$ cat src/shared/boot_handoff_consts.svh
`ifndef BOOT_HANDOFF_CONSTS_SVH
`define BOOT_HANDOFF_CONSTS_SVH

// shared flash layout, byte wide
`define FLASH_AW            20
`define CFG_BASE            20'hF0000
`define CFG_WORDS           4
`define CFG_LAST            2'h3
`define FW_BASE             20'h00000
`define FW_LAST             4'hF

// host-side target addresses, one per port
`define ADDR_PORT_A         7'h38
`define ADDR_PORT_B         7'h3F

// bit positions in configuration byte 0
`define CFG_SOC_CTRL_BIT    0
`define CFG_EC_GATE_BIT     1
`define CFG_SINK_5A_BIT     2

// fixed power object: 2'b00, 10 spare, voltage in 50 mV, current in 10 mA
`define SRC_V_50MV          10'h064
`define SRC_I_10MA          10'h096
`define SINK_V0_50MV        10'h064
`define SINK_V1_50MV        10'h0B4
`define SINK_V2_50MV        10'h12C
`define SINK_V3_50MV        10'h190
`define SINK_I_10MA         10'h12C
`define SINK_I_MAX_10MA     10'h1F4
`define PDO_COUNT           4

// companion release delay after its supply is good
`define CLK_FREQ_MHZ        40
`define RELEASE_WAIT_US     100
`define RELEASE_WAIT_CYC    (`RELEASE_WAIT_US * `CLK_FREQ_MHZ)
`define WAIT_CNT_W          12

`endif

$ cat src/shared/boot_handoff_pkg.sv
package boot_handoff_pkg;

	typedef logic [31:0] pdo_t;
	typedef logic [7:0]  status_t;

	typedef enum logic [1:0] {
		DEV_LOAD_REQ,
		DEV_LOAD_WAIT,
		DEV_RUN
	} dev_state_t;

	typedef enum logic [2:0] {
		CMP_RESET,
		CMP_FETCH_REQ,
		CMP_FETCH_WAIT,
		CMP_IDLE,
		CMP_ASK,
		CMP_WAIT_ANS
	} cmp_state_t;

endpackage

$ cat src/shared/boot_link_if.sv
`timescale 1ns/1ps
`default_nettype none

interface boot_link_if;
	logic       companion_reset_n;
	logic       host_int;
	logic       q_valid;
	logic [6:0] q_addr;
	logic       a_valid;
	logic       a_ack;
	logic [7:0] a_data;

	modport device (
		output companion_reset_n,
		output host_int,
		input  q_valid,
		input  q_addr,
		output a_valid,
		output a_ack,
		output a_data
	);

	modport companion (
		input  companion_reset_n,
		input  host_int,
		output q_valid,
		output q_addr,
		input  a_valid,
		input  a_ack,
		input  a_data
	);
endinterface

`default_nettype wire

$ cat src/hw/boot_handoff_device.sv
// Operation
// - load own configuration before companion touches flash
// - companion held in reset during load
// - output zero drives only companion reset
// - companion released 100 us after supply
// - reset gated with companion supply good
// - embedded controller may delay companion release
// - answer both target addresses on host port
// - first address port A, second port B
// - one interrupt feeds both companion inputs
// - companion reads both addresses on interrupt
// - connected port status readable over host port
// - each party reads its own flash region
// - one source object: 5 V, 1.5 A
// - four sink objects, 3 A, 5 A top
// - outputs steer sideband mux aux or link
// - controller-side port drives system-on-chip control
// - embedded controller addresses host-side target port
`include "boot_handoff_consts.svh"
`timescale 1ns/1ps
`default_nettype none

module boot_handoff_device
	import boot_handoff_pkg::*;
(
	input  wire logic                   clock_i,
	input  wire logic                   nrst_i,
	input  wire logic                   ce_i,
	boot_link_if.device                 link,
	output var  logic                   flash_req_o,
	output var  logic [`FLASH_AW-1:0]   flash_addr_o,
	input  wire logic                   flash_ack_i,
	input  wire logic [7:0]             flash_data_i,
	input  wire logic                   attach_a_pin_i,
	input  wire logic                   attach_b_pin_i,
	input  wire logic [6:0]             data_status_a_i,
	input  wire logic [6:0]             data_status_b_i,
	input  wire logic                   dp_mode_i,
	input  wire logic                   ec_boot_done_i,
	output var  logic                   config_done_o,
	output var  logic                   soc_ctrl_en_o,
	output var  logic                   sbu_aux_sel_o,
	output var  logic                   sbu_en_o,
	output var  pdo_t                   src_pdo_o,
	output var  pdo_t [`PDO_COUNT-1:0]  sink_pdo_o
);

	dev_state_t                  state;
	logic [1:0]                  load_idx;
	logic [7:0]                  cfg_mem [`CFG_WORDS];
	logic [1:0]                  attach_pin;
	logic [1:0]                  attach_sync;
	logic [1:0]                  attach_prev;
	logic                        read_a;
	logic                        read_b;
	logic                        int_pend;
	logic                        reset_n_q;

	wire logic                   running;
	wire logic                   load_last;
	wire logic                   hit_a;
	wire logic                   hit_b;
	wire logic                   attach_event;
	wire logic                   both_read;
	wire logic                   next_int_pend;
	wire logic                   next_read_a;
	wire logic                   next_read_b;
	wire logic                   ec_gate;
	wire logic                   next_reset_n;
	wire status_t                status_a;
	wire status_t                status_b;
	wire status_t                next_a_data;
	wire logic [`FLASH_AW-1:0]   next_flash_addr;
	wire logic [9:0]             sink_volt [`PDO_COUNT];
	wire pdo_t [`PDO_COUNT-1:0]  next_sink_pdo;

	assign attach_pin = {attach_b_pin_i, attach_a_pin_i};

	// attach pins come from outside the clock domain
	generate
		for (genvar i = 0; i < 2; i++) begin : g_sync
			logic meta;
			logic stab;
			always_ff @(posedge clock_i or negedge nrst_i) begin
				if (!nrst_i) begin
					meta <= 1'b0;
					stab <= 1'b0;
				end else if (ce_i) begin
					meta <= attach_pin[i];
					stab <= meta;
				end
			end
			assign attach_sync[i] = stab;
		end
	endgenerate

	assign running   = (state == DEV_RUN);
	assign load_last = (load_idx == `CFG_LAST);
	assign next_flash_addr = `CFG_BASE + {{(`FLASH_AW-2){1'b0}}, load_idx};

	always_ff @(posedge clock_i or negedge nrst_i) begin
		if (!nrst_i) begin
			state        <= DEV_LOAD_REQ;
			load_idx     <= 2'h0;
			flash_req_o  <= 1'b0;
			flash_addr_o <= `CFG_BASE;
		end else if (ce_i) begin
			case (state)
				DEV_LOAD_REQ: begin
					flash_req_o  <= 1'b1;
					flash_addr_o <= next_flash_addr;
					state        <= DEV_LOAD_WAIT;
				end
				DEV_LOAD_WAIT: begin
					if (flash_ack_i) begin
						flash_req_o <= 1'b0;
						if (load_last) begin
							state <= DEV_RUN;
						end else begin
							load_idx <= load_idx + 2'h1;
							state    <= DEV_LOAD_REQ;
						end
					end
				end
				default: begin
					flash_req_o <= 1'b0;
				end
			endcase
		end
	end

	// configuration bytes land in flops by index
	always_ff @(posedge clock_i or negedge nrst_i) begin
		if (!nrst_i) begin
			for (int k = 0; k < `CFG_WORDS; k++) begin
				cfg_mem[k] <= 8'h00;
			end
		end else if (ce_i && state == DEV_LOAD_WAIT && flash_ack_i) begin
			cfg_mem[load_idx] <= flash_data_i;
		end
	end

	// optional hold until the system has booted
	assign ec_gate = !cfg_mem[0][`CFG_EC_GATE_BIT] || ec_boot_done_i;
	assign next_reset_n = running && ec_gate;

	// reset held low through the whole load
	always_ff @(posedge clock_i or negedge nrst_i) begin
		if (!nrst_i) begin
			reset_n_q <= 1'b0;
		end else if (ce_i) begin
			reset_n_q <= next_reset_n;
		end
	end

	// output zero is the companion reset and nothing else
	assign link.companion_reset_n = reset_n_q;

	assign hit_a = link.q_valid && (link.q_addr == `ADDR_PORT_A);
	assign hit_b = link.q_valid && (link.q_addr == `ADDR_PORT_B);

	// live connection and data status per port
	assign status_a    = {attach_sync[0], data_status_a_i};
	assign status_b    = {attach_sync[1], data_status_b_i};
	assign next_a_data = hit_a ? status_a : (hit_b ? status_b : 8'h00);

	always_ff @(posedge clock_i or negedge nrst_i) begin
		if (!nrst_i) begin
			link.a_valid <= 1'b0;
			link.a_ack   <= 1'b0;
			link.a_data  <= 8'h00;
		end else if (ce_i) begin
			link.a_valid <= link.q_valid;
			link.a_ack   <= hit_a || hit_b;
			link.a_data  <= next_a_data;
		end
	end

	// interrupt stays up until both ports were read; a new event wins
	assign attach_event  = |(attach_sync ^ attach_prev);
	assign both_read     = (read_a || hit_a) && (read_b || hit_b);
	// cleared only once both addresses are read
	assign next_int_pend = attach_event || (int_pend && !both_read);
	assign next_read_a   = next_int_pend && !attach_event && (read_a || hit_a) && !both_read;
	assign next_read_b   = next_int_pend && !attach_event && (read_b || hit_b) && !both_read;

	always_ff @(posedge clock_i or negedge nrst_i) begin
		if (!nrst_i) begin
			attach_prev <= 2'b00;
			int_pend    <= 1'b0;
			read_a      <= 1'b0;
			read_b      <= 1'b0;
		end else if (ce_i) begin
			attach_prev <= attach_sync;
			int_pend    <= next_int_pend;
			read_a      <= next_read_a;
			read_b      <= next_read_b;
		end
	end

	assign link.host_int = int_pend;

	// sink table, top entry may carry 5 A
	assign sink_volt[0] = `SINK_V0_50MV;
	assign sink_volt[1] = `SINK_V1_50MV;
	assign sink_volt[2] = `SINK_V2_50MV;
	assign sink_volt[3] = `SINK_V3_50MV;

	generate
		for (genvar p = 0; p < `PDO_COUNT; p++) begin : g_sink
			wire logic use_max;
			assign use_max = (p == `PDO_COUNT - 1) && cfg_mem[0][`CFG_SINK_5A_BIT];
			assign next_sink_pdo[p] = {12'h000, sink_volt[p],
				use_max ? `SINK_I_MAX_10MA : `SINK_I_10MA};
		end
	endgenerate

	// power objects fixed at reset; 5 A only after the config says so
	always_ff @(posedge clock_i or negedge nrst_i) begin
		if (!nrst_i) begin
			// single 5 V 1.5 A source object
			src_pdo_o  <= {12'h000, `SRC_V_50MV, `SRC_I_10MA};
			sink_pdo_o <= {
				{12'h000, `SINK_V3_50MV, `SINK_I_10MA},
				{12'h000, `SINK_V2_50MV, `SINK_I_10MA},
				{12'h000, `SINK_V1_50MV, `SINK_I_10MA},
				{12'h000, `SINK_V0_50MV, `SINK_I_10MA}};
		end else if (ce_i) begin
			src_pdo_o  <= {12'h000, `SRC_V_50MV, `SRC_I_10MA};
			sink_pdo_o <= next_sink_pdo;
		end
	end

	// mux enable and controller port only act once configured; aux select follows display mode at all times
	always_ff @(posedge clock_i or negedge nrst_i) begin
		if (!nrst_i) begin
			config_done_o <= 1'b0;
			soc_ctrl_en_o <= 1'b0;
			sbu_aux_sel_o <= 1'b0;
			sbu_en_o      <= 1'b0;
		end else if (ce_i) begin
			config_done_o <= running;
			soc_ctrl_en_o <= running && cfg_mem[0][`CFG_SOC_CTRL_BIT];
			// aux when display mode, else link sideband
			sbu_aux_sel_o <= dp_mode_i;
			sbu_en_o      <= running && (|attach_sync);
		end
	end

endmodule

`default_nettype wire

$ cat src/flat_wrapper.sv
// flat-port wrapper written by rule: the top's interface ports become plain ports
module boot_handoff_device_flat import boot_handoff_pkg::*;
  (clock_i, nrst_i, ce_i, flash_req_o, flash_addr_o, flash_ack_i, flash_data_i, attach_a_pin_i, attach_b_pin_i, data_status_a_i, data_status_b_i, dp_mode_i, ec_boot_done_i, config_done_o, soc_ctrl_en_o, sbu_aux_sel_o, sbu_en_o, src_pdo_o, sink_pdo_o, link_companion_reset_n, link_host_int, link_q_valid, link_q_addr, link_a_valid, link_a_ack, link_a_data);
  boot_link_if link_i ();
  input  wire logic clock_i;
  input  wire logic nrst_i;
  input  wire logic ce_i;
  output var  logic flash_req_o;
  output var  logic [`FLASH_AW-1:0] flash_addr_o;
  input  wire logic flash_ack_i;
  input  wire logic [7:0] flash_data_i;
  input  wire logic attach_a_pin_i;
  input  wire logic attach_b_pin_i;
  input  wire logic [6:0] data_status_a_i;
  input  wire logic [6:0] data_status_b_i;
  input  wire logic dp_mode_i;
  input  wire logic ec_boot_done_i;
  output var  logic config_done_o;
  output var  logic soc_ctrl_en_o;
  output var  logic sbu_aux_sel_o;
  output var  logic sbu_en_o;
  output var  pdo_t src_pdo_o;
  output var  pdo_t [`PDO_COUNT-1:0] sink_pdo_o;
  output wire logic [$bits(link_i.companion_reset_n)-1:0] link_companion_reset_n;
  output wire logic [$bits(link_i.host_int)-1:0] link_host_int;
  input wire logic [$bits(link_i.q_valid)-1:0] link_q_valid;
  input wire logic [$bits(link_i.q_addr)-1:0] link_q_addr;
  output wire logic [$bits(link_i.a_valid)-1:0] link_a_valid;
  output wire logic [$bits(link_i.a_ack)-1:0] link_a_ack;
  output wire logic [$bits(link_i.a_data)-1:0] link_a_data;
  assign link_companion_reset_n = link_i.companion_reset_n;
  assign link_host_int = link_i.host_int;
  assign link_i.q_valid = link_q_valid;
  assign link_i.q_addr = link_q_addr;
  assign link_a_valid = link_i.a_valid;
  assign link_a_ack = link_i.a_ack;
  assign link_a_data = link_i.a_data;
  boot_handoff_device u_core (.clock_i(clock_i), .nrst_i(nrst_i), .ce_i(ce_i), .link(link_i), .flash_req_o(flash_req_o), .flash_addr_o(flash_addr_o), .flash_ack_i(flash_ack_i), .flash_data_i(flash_data_i), .attach_a_pin_i(attach_a_pin_i), .attach_b_pin_i(attach_b_pin_i), .data_status_a_i(data_status_a_i), .data_status_b_i(data_status_b_i), .dp_mode_i(dp_mode_i), .ec_boot_done_i(ec_boot_done_i), .config_done_o(config_done_o), .soc_ctrl_en_o(soc_ctrl_en_o), .sbu_aux_sel_o(sbu_aux_sel_o), .sbu_en_o(sbu_en_o), .src_pdo_o(src_pdo_o), .sink_pdo_o(sink_pdo_o));
endmodule
$ cat config.mk
export PLATFORM = sky130hd
export DESIGN_NAME = boot_handoff_device_flat
export DESIGN_NICKNAME = d
export VERILOG_FILES = /design/src/shared/boot_handoff_pkg.sv /design/src/shared/boot_link_if.sv /design/src/hw/boot_handoff_device.sv /design/src/flat_wrapper.sv
export VERILOG_INCLUDE_DIRS = /design/src /design/src/shared
export SDC_FILE = /design/constraint.sdc
export NUM_CORES = 1
export LEC_CHECK = 0
export BUFFER_PORTS_ARGS = -buffer_cell sky130_fd_sc_hd__buf_4
export CAP_MARGIN = 20
export CORE_UTILIZATION = 36
export CTS_CLUSTER_DIAMETER = 100
export DETAILED_ROUTE_END_ITERATION = 10
export GPL_ROUTABILITY_DRIVEN = 0
export PLACE_DENSITY_LB_ADDON = 0.25
export SLEW_MARGIN = 20
export SYNTH_ARGS = -nofsm -noshare
export SYNTH_HDL_FRONTEND = slang
export SYNTH_SLANG_ARGS = --single-unit
$ cat constraint.sdc
create_clock -name clock_i -period 1.44 [get_ports clock_i]
set_clock_uncertainty 0.15 [all_clocks]
set_input_delay 0.072 -clock clock_i [delete_from_list [all_inputs] [get_ports clock_i]]
set_output_delay 0.072 -clock clock_i [all_outputs]
set_load 0.03 [all_outputs]
### Word level (Yosys, flattened, before mapping)

Cells that the tools add are included.

* register bits after elaboration: 91
* bits of input ports: 38
* output and inout port bits: 197
* word-level logic and storage cells: 80

* add/sub/neg operators: 2
* order comparisons: 2
* equality and inequality tests: 6
* muxes and demuxes: 11
* bitwise gates (word level): 3
* reductions and logical operators: 31

Operators with widths (number)
* $bwmux 32: 1
* $mux 8: 4
* $add 17x3->18 const A: 1
* $demux 8 s2: 1
* $logic_and 1x1->1: 15
* $eq 7x6->1 const B: 2
* $logic_or 1x1->1: 5
* $eq 2x2->1 const B: 2
* $mux 2: 2
* $pmux 2 s2: 1
* $reduce_and 2->1: 2
* $reduce_and 4->1: 1
* $reduce_or 2->1: 2
* $ge 3x3->1 const B: 1
* $logic_not 1->1: 3
* $lt 3x1->1 const B: 1
* $not 2->3: 1
* $reduce_and 3->1: 1
* $add 2x1->2 const B: 1
* $eq 2x1->1 const B: 1
* $logic_not 2->1: 1
* $ne 2x2->1 const B: 1
* $pmux 1 s2: 1
* $reduce_bool 2->1: 1
* 3 further kinds: 3

### Logic depth before layout (Yosys ltp)

* depth in word-level cells: 10
* mapped depth: 5
* gate-level depth less buffers: 4

### Least setup slack after synthesis

No wires, ideal clock.

* kind: register to register
* start point: register u_core.state[1]
* end point: register u_core.load_idx[1]
* setup time: 125 ps
* arrival time: 1174 ps
* required time: 1165 ps
* slack: -9 ps
* cell stages (with the launch flop): 5
* path buffers: 0
* clock period less this slack: 1449 ps
* cells stage by stage: dfrtp_1 -> nor2b_1 -> nand3_1 -> nor2_1 -> mux2_2

* word-level cells in the longest chain between the ends: 2

RTL lines
* from (decl): RTL line boot_handoff_device.sv:48 `dev_state_t state;`
* from (signal assigned): RTL line boot_handoff_device.sv:103 `state <= DEV_LOAD_REQ;`
* from (signal assigned): RTL line boot_handoff_device.sv:112 `state <= DEV_LOAD_WAIT;`
* from (signal assigned): RTL line boot_handoff_device.sv:118 `state <= DEV_RUN;`
* $eq 2x1->1: RTL line boot_handoff_device.sv:108 `case (state)`
* $reduce_and 4->1 (no source line)
* to (signal assigned): RTL line boot_handoff_device.sv:120 `load_idx <= load_idx + 2'h1;`
* to (decl): RTL line boot_handoff_device.sv:49 `logic [1:0] load_idx;`

Every way passes these cells.
A chain may end at the register's enable or synchronous reset.

### Final worst setup path

* start point: register u_core.load_idx[0]
* end point: register u_core.cfg_mem[25] in the netlist's numbering

* word-level cells in the longest chain between the ends: 6
* elaborated cells between the ends (all ways): 7
* those cells by class: order compare (2); mux (3); bitwise (1); reduce/logical (1)

RTL lines
* $not 2->3 (not written as such) *: RTL line boot_handoff_device.sv:139 `cfg_mem[load_idx] <= flash_data_i;`
* $ge 3x3->1 (not written as such) / $lt 3x1->1 (equally long branches): RTL line boot_handoff_device.sv:139
* $logic_and 1x1->1 (not written as such): RTL line boot_handoff_device.sv:139
* $mux 8 (not written as such): RTL line boot_handoff_device.sv:139
* $demux 8 s2 *: RTL line boot_handoff_device.sv:139
* $bwmux 32 *: RTL line boot_handoff_device.sv:139
* to (signal, indexed assignment): RTL line boot_handoff_device.sv:139
* to (decl): RTL line boot_handoff_device.sv:50 `` logic [7:0] cfg_mem [`CFG_WORDS]; ``

Mark *: on every way between the ends. The rest lies on a longest branch, timed or not.

==> metrics.sh <==
GR-TOTAL-OVERFLOW=0
SYNTH_CELL_TYPE_COUNT=36
ROUTED_VIA_COUNT_DIVIDED_BY_CELL_COUNT=3.470
TIMING_HOLD_VIOLATIONS_FINAL=0
CRIT_PATH_START='u_core.load_idx[0]$_DFFE_PN0P_'
DRT_FIRST_ITER_VIOLATIONS=46
DIE_AREA_UM2=8472
FIN_HOLD_WS_NS=0.02205
ASYNCSETRESETFLOPFRACSYNTH_PCT=100.0
WORST_HOLD_PATH_TYPE='primary input to flop'
POST_SYNTH_AND_OR_NAND_NOR_AREA_FRACTION_PCT=6.129
CELLPOWERDENSITY_nW_PER_UM2=1279
SYNTH-SEQ-AREA-SHARE_PCT=30.90
FIN_CRIT_NS=1.444
ANTENNADIODECOUNT=0
AREA_GROWTH_PCT=11.23
POST-DP-HPWL_UM=3478
FLOPS_LATCHES_SYNTH=36
RSZ0062_AT_GRT='true'
HOLD_END='u_core.read_a$_DFFE_PN0P_'
ANT_NETS=0
POWER.STATIC_LEAKAGE_nW=1.782
DIE_X_UM=92.05
YOSYS.CELL_COUNT.TOP_TYPE='buf_4'
RRSETUPSLACK_NS=-0.004
SYNTH.CELLS.MOST_FREQUENT='buf_4, dfrtp_1, mux2_2, inv_1, nor2b_1'
FINISH.UTILIZATION_PCT=41.80
CRITICAL_PATH_PEAK_FANOUT=3
PORT_BUFFERS=55
NETLIST_TOP_CELLS_AREA='buf_4, dfrtp_1, mux2_2'
TIMING.FINAL.MAX_SLEW_VIOLATIONS=0
SETUP_VIOL=1
HOLD_PATH.STARTPOINT='ce_i'
POWER.IR.VDD_WORST_mV=0.9964
NETLIST_INSTANCES=306
CLK_PATH_BUF_DEPTH=2
FIN_CRIT_SH_PCT=100.3
YOSYSWARNINGCOUNT=0
DIE_HEIGHT_UM=92.05
SYNTH_ADDER_AREA_SHARE_PCT=0.8573
GRT_ANTENNA_BEFORE_REPAIR=0
SYN_AREA_PER_CELL_UM2=9.539
WORSTREG2REGEND='u_core.cfg_mem[25]$_DFFE_PN0P_'
TIMING.SETUP.CRITICAL_PATH_CLASS='flop to flop'
VIAS=1735
R2R_CELLS=4
FAILED_CHECKS='setup timing'
WORST_SLACK_NS=-0.003993
INITIAL_UTILIZATION_PCT=37.58
FINAL.FILL_COUNT=785
POST_SYNTH_INSTANCE_AREA_UM2=2919
CRITICAL_PATH_REQUIRED_NS=1.46
WL_UM=4668
WORSTSETUPSTARTPOINTTYPE='flop'
SYNTH_TOP_CELL_AREA_SHARE_PCT=45.26
CLOCK-SINKS=36
NNETSFINAL=437
DRC=0
STATUS='finished with violations'
WORSTREG2REGSTART='u_core.load_idx[0]$_DFFE_PN0P_'
CTS.ROOT.BUFFER_CELL='clkbuf_8'
PIN_COUNT=235
DRIVE_ABOVE_1_SHARE_PCT=25.13
WL_PER_CELL_UM=9.336
PLACEABLECOREAREA_UM2=7767
FIRST_PASS_GRT_WIRE_LENGTH_UM=6810
CRITPATHARRIVALTIME_NS=1.47
MAX_FREQ_MHz=692.5
CTS_TREE='done'
SYNTH-EDFF-COUNT=0
SYNTH_LARGEST_AREA_CELL='buf_4'
YOSYS-MUX-AREA-FRACTION_PCT=6.515
HOLDPATHSTAGES=3
CLOCK_LATENCY_NS=0.29
DETAILEDROUTE.FIRSTPASSITERATIONCOUNT=4
CLK_PIN_SLEW_NS=0.08
TIMING.CRITICAL_PATH.TO_TYPE='flop'
FLOORPLAN.ROWS=32
CTS-BUFFERS-INSERTED=5
SYNTH_XOR_XNOR_AREA_SHARE_PCT=0.9001
SYNTH-MAIN-FF-CELL='dfrtp_1'
CLOCK_TREE.HTREE_LEVEL_COUNT=2
LARGEST_FAMILY_OF_LOGIC_CELLS_BY_SYNTHESIZED_AREA='buffers and inverters'
GRT_MAX_DEGREE=37
DRV_CAP=0
OVERALL_TRACK_DEMAND_OVER_CAPACITY_IN_GLOBAL_ROUTING_PCT=10.17
FIRST_GLOBAL_VIAS=1445
SYNTH_COMPOUND_GATE_AREA_SHARE_PCT=6.515
[worst max-delay path, cell delays in order, from the launching register on]
cell and delay (ns):
dfrtp_1 0.37, inv_1 0.07, ha_1 0.19, nand4_1 0.18
mux2_2 0.36
[cells in the final DEF (no fill, tap or decap), types with 2 or more instances in the layout]
| master | instances |
|---|---|
| conb_1 | 174 |
| buf_4 | 68 |
| dfrtp_1 | 35 |
| dlygate4sd3_1 | 26 |
| mux2_2 | 16 |
| inv_1 | 11 |
| nor2b_1 | 9 |
| a221o_1 | 8 |
| clkbuf_8 | 7 |
| o21ai_0 | 4 |
| nand3_1 | 3 |
| nand2b_1 | 3 |
| xor2_1 | 2 |
| nor3_1 | 2 |
| a2bb2oi_1 | 2 |
| o22ai_1 | 2 |
| o211ai_1 | 2 |
| ha_1 | 2 |
[power breakdown]
part | leakage, nW | internal, mW | switching [mW]
logic | 1.27 | 0.585 | 1.19
registers | 0.451 | 1.24 | 0.157
clock network | 0.0645 | 0.611 | 0.362
[cell families (layout without fill, tap and decap cells)]
logic type | count (synthesis) | in the layout
AOI/OAI and AO/OA | 24 | 24
xor gates and xnor gates | 3 | 3
adders and majority gates | 2 | 2
buffers and inverters | 193 | 113
DFF | 36 | 36
muxes | 17 | 17
other | 2 | 174
and+or+nand+nor | 29 | 29
[stage by stage]
step	power, mW	cells	setup slack (ns)	cell area [um^2]	TNS [ns]
6_report	4.152	500	-0.003993	3247	-0.003993
5_1_grt	4.364	500	-0.06534	3247	-0.2172
2_1_floorplan	3.008	478	0.03275	3567	0
3_3_place_gp	3.051	463	0.01358	2825	0
3_5_place_dp	3.069	463	-0.01826	2825	-0.01826
4_1_cts	4.143	498	-0.003232	3222	-0.006412
[per-layer routing]
metal  track usage, %  routed length (um)  part of all wire (%)
met1            12.07                1828                    39
met5                0                   0                     0
met2            17.91                2477                    53
met3            2.322                 308                   6.6
met4            3.516                  53                   1.1
[layout make-up]
| class | instances | area, um^2 | area share (%) |
|---|---|---|---|
| timing repair buffer | 94 | 770.7 | 23.74 |
| tap | 102 | 127.6 | 3.931 |
| clock buffer | 7 | 96.34 | 2.967 |
| clock inverter | 1 | 30.03 | 0.9249 |
| multi-input combinational | 249 | 1279 | 39.38 |
| sequential | 36 | 902.1 | 27.78 |
| inverter | 11 | 41.29 | 1.272 |
[repair_timing]
action	CTS	global route
pin swaps	1	1
gates resized for setup	1	2
hold endpoints to repair	53	0
setup buffers	1	2
hold buffers	26	0
endpoints found under the setup margin	4	4
[state kept, by name, indices dropped and copies added, names as in the netlist, 2 cells and up]
name / count
u_core.link.a_data: 8
u_core.g_sync.stab: 2
u_core.sink_pdo_o: 2
u_core.attach_prev: 2
u_core.state: 2
u_core.g_sync.meta: 2
u_core.cfg_mem: 3
u_core.flash_addr_o: 2
u_core.load_idx: 2
[worst max-delay path by stage]
stage / to / slack (ns) / depth (start not counted)
after floorplan: u_core.load_idx[1]$_DFFE_PN0P_ / 0.03 / 4
after global placement: u_core.cfg_mem[24]$_DFFE_PN0P_ / 0.01 / 4
after detailed placement: u_core.load_idx[1]$_DFFE_PN0P_ / -0.02 / 4
after CTS: u_core.cfg_mem[25]$_DFFE_PN0P_ / -0.003 / 4
after global routing: u_core.cfg_mem[25]$_DFFE_PN0P_ / -0.07 / 4
final: u_core.cfg_mem[25]$_DFFE_PN0P_ / -0.004 / 4
Power figures use the tool's default switching activity.
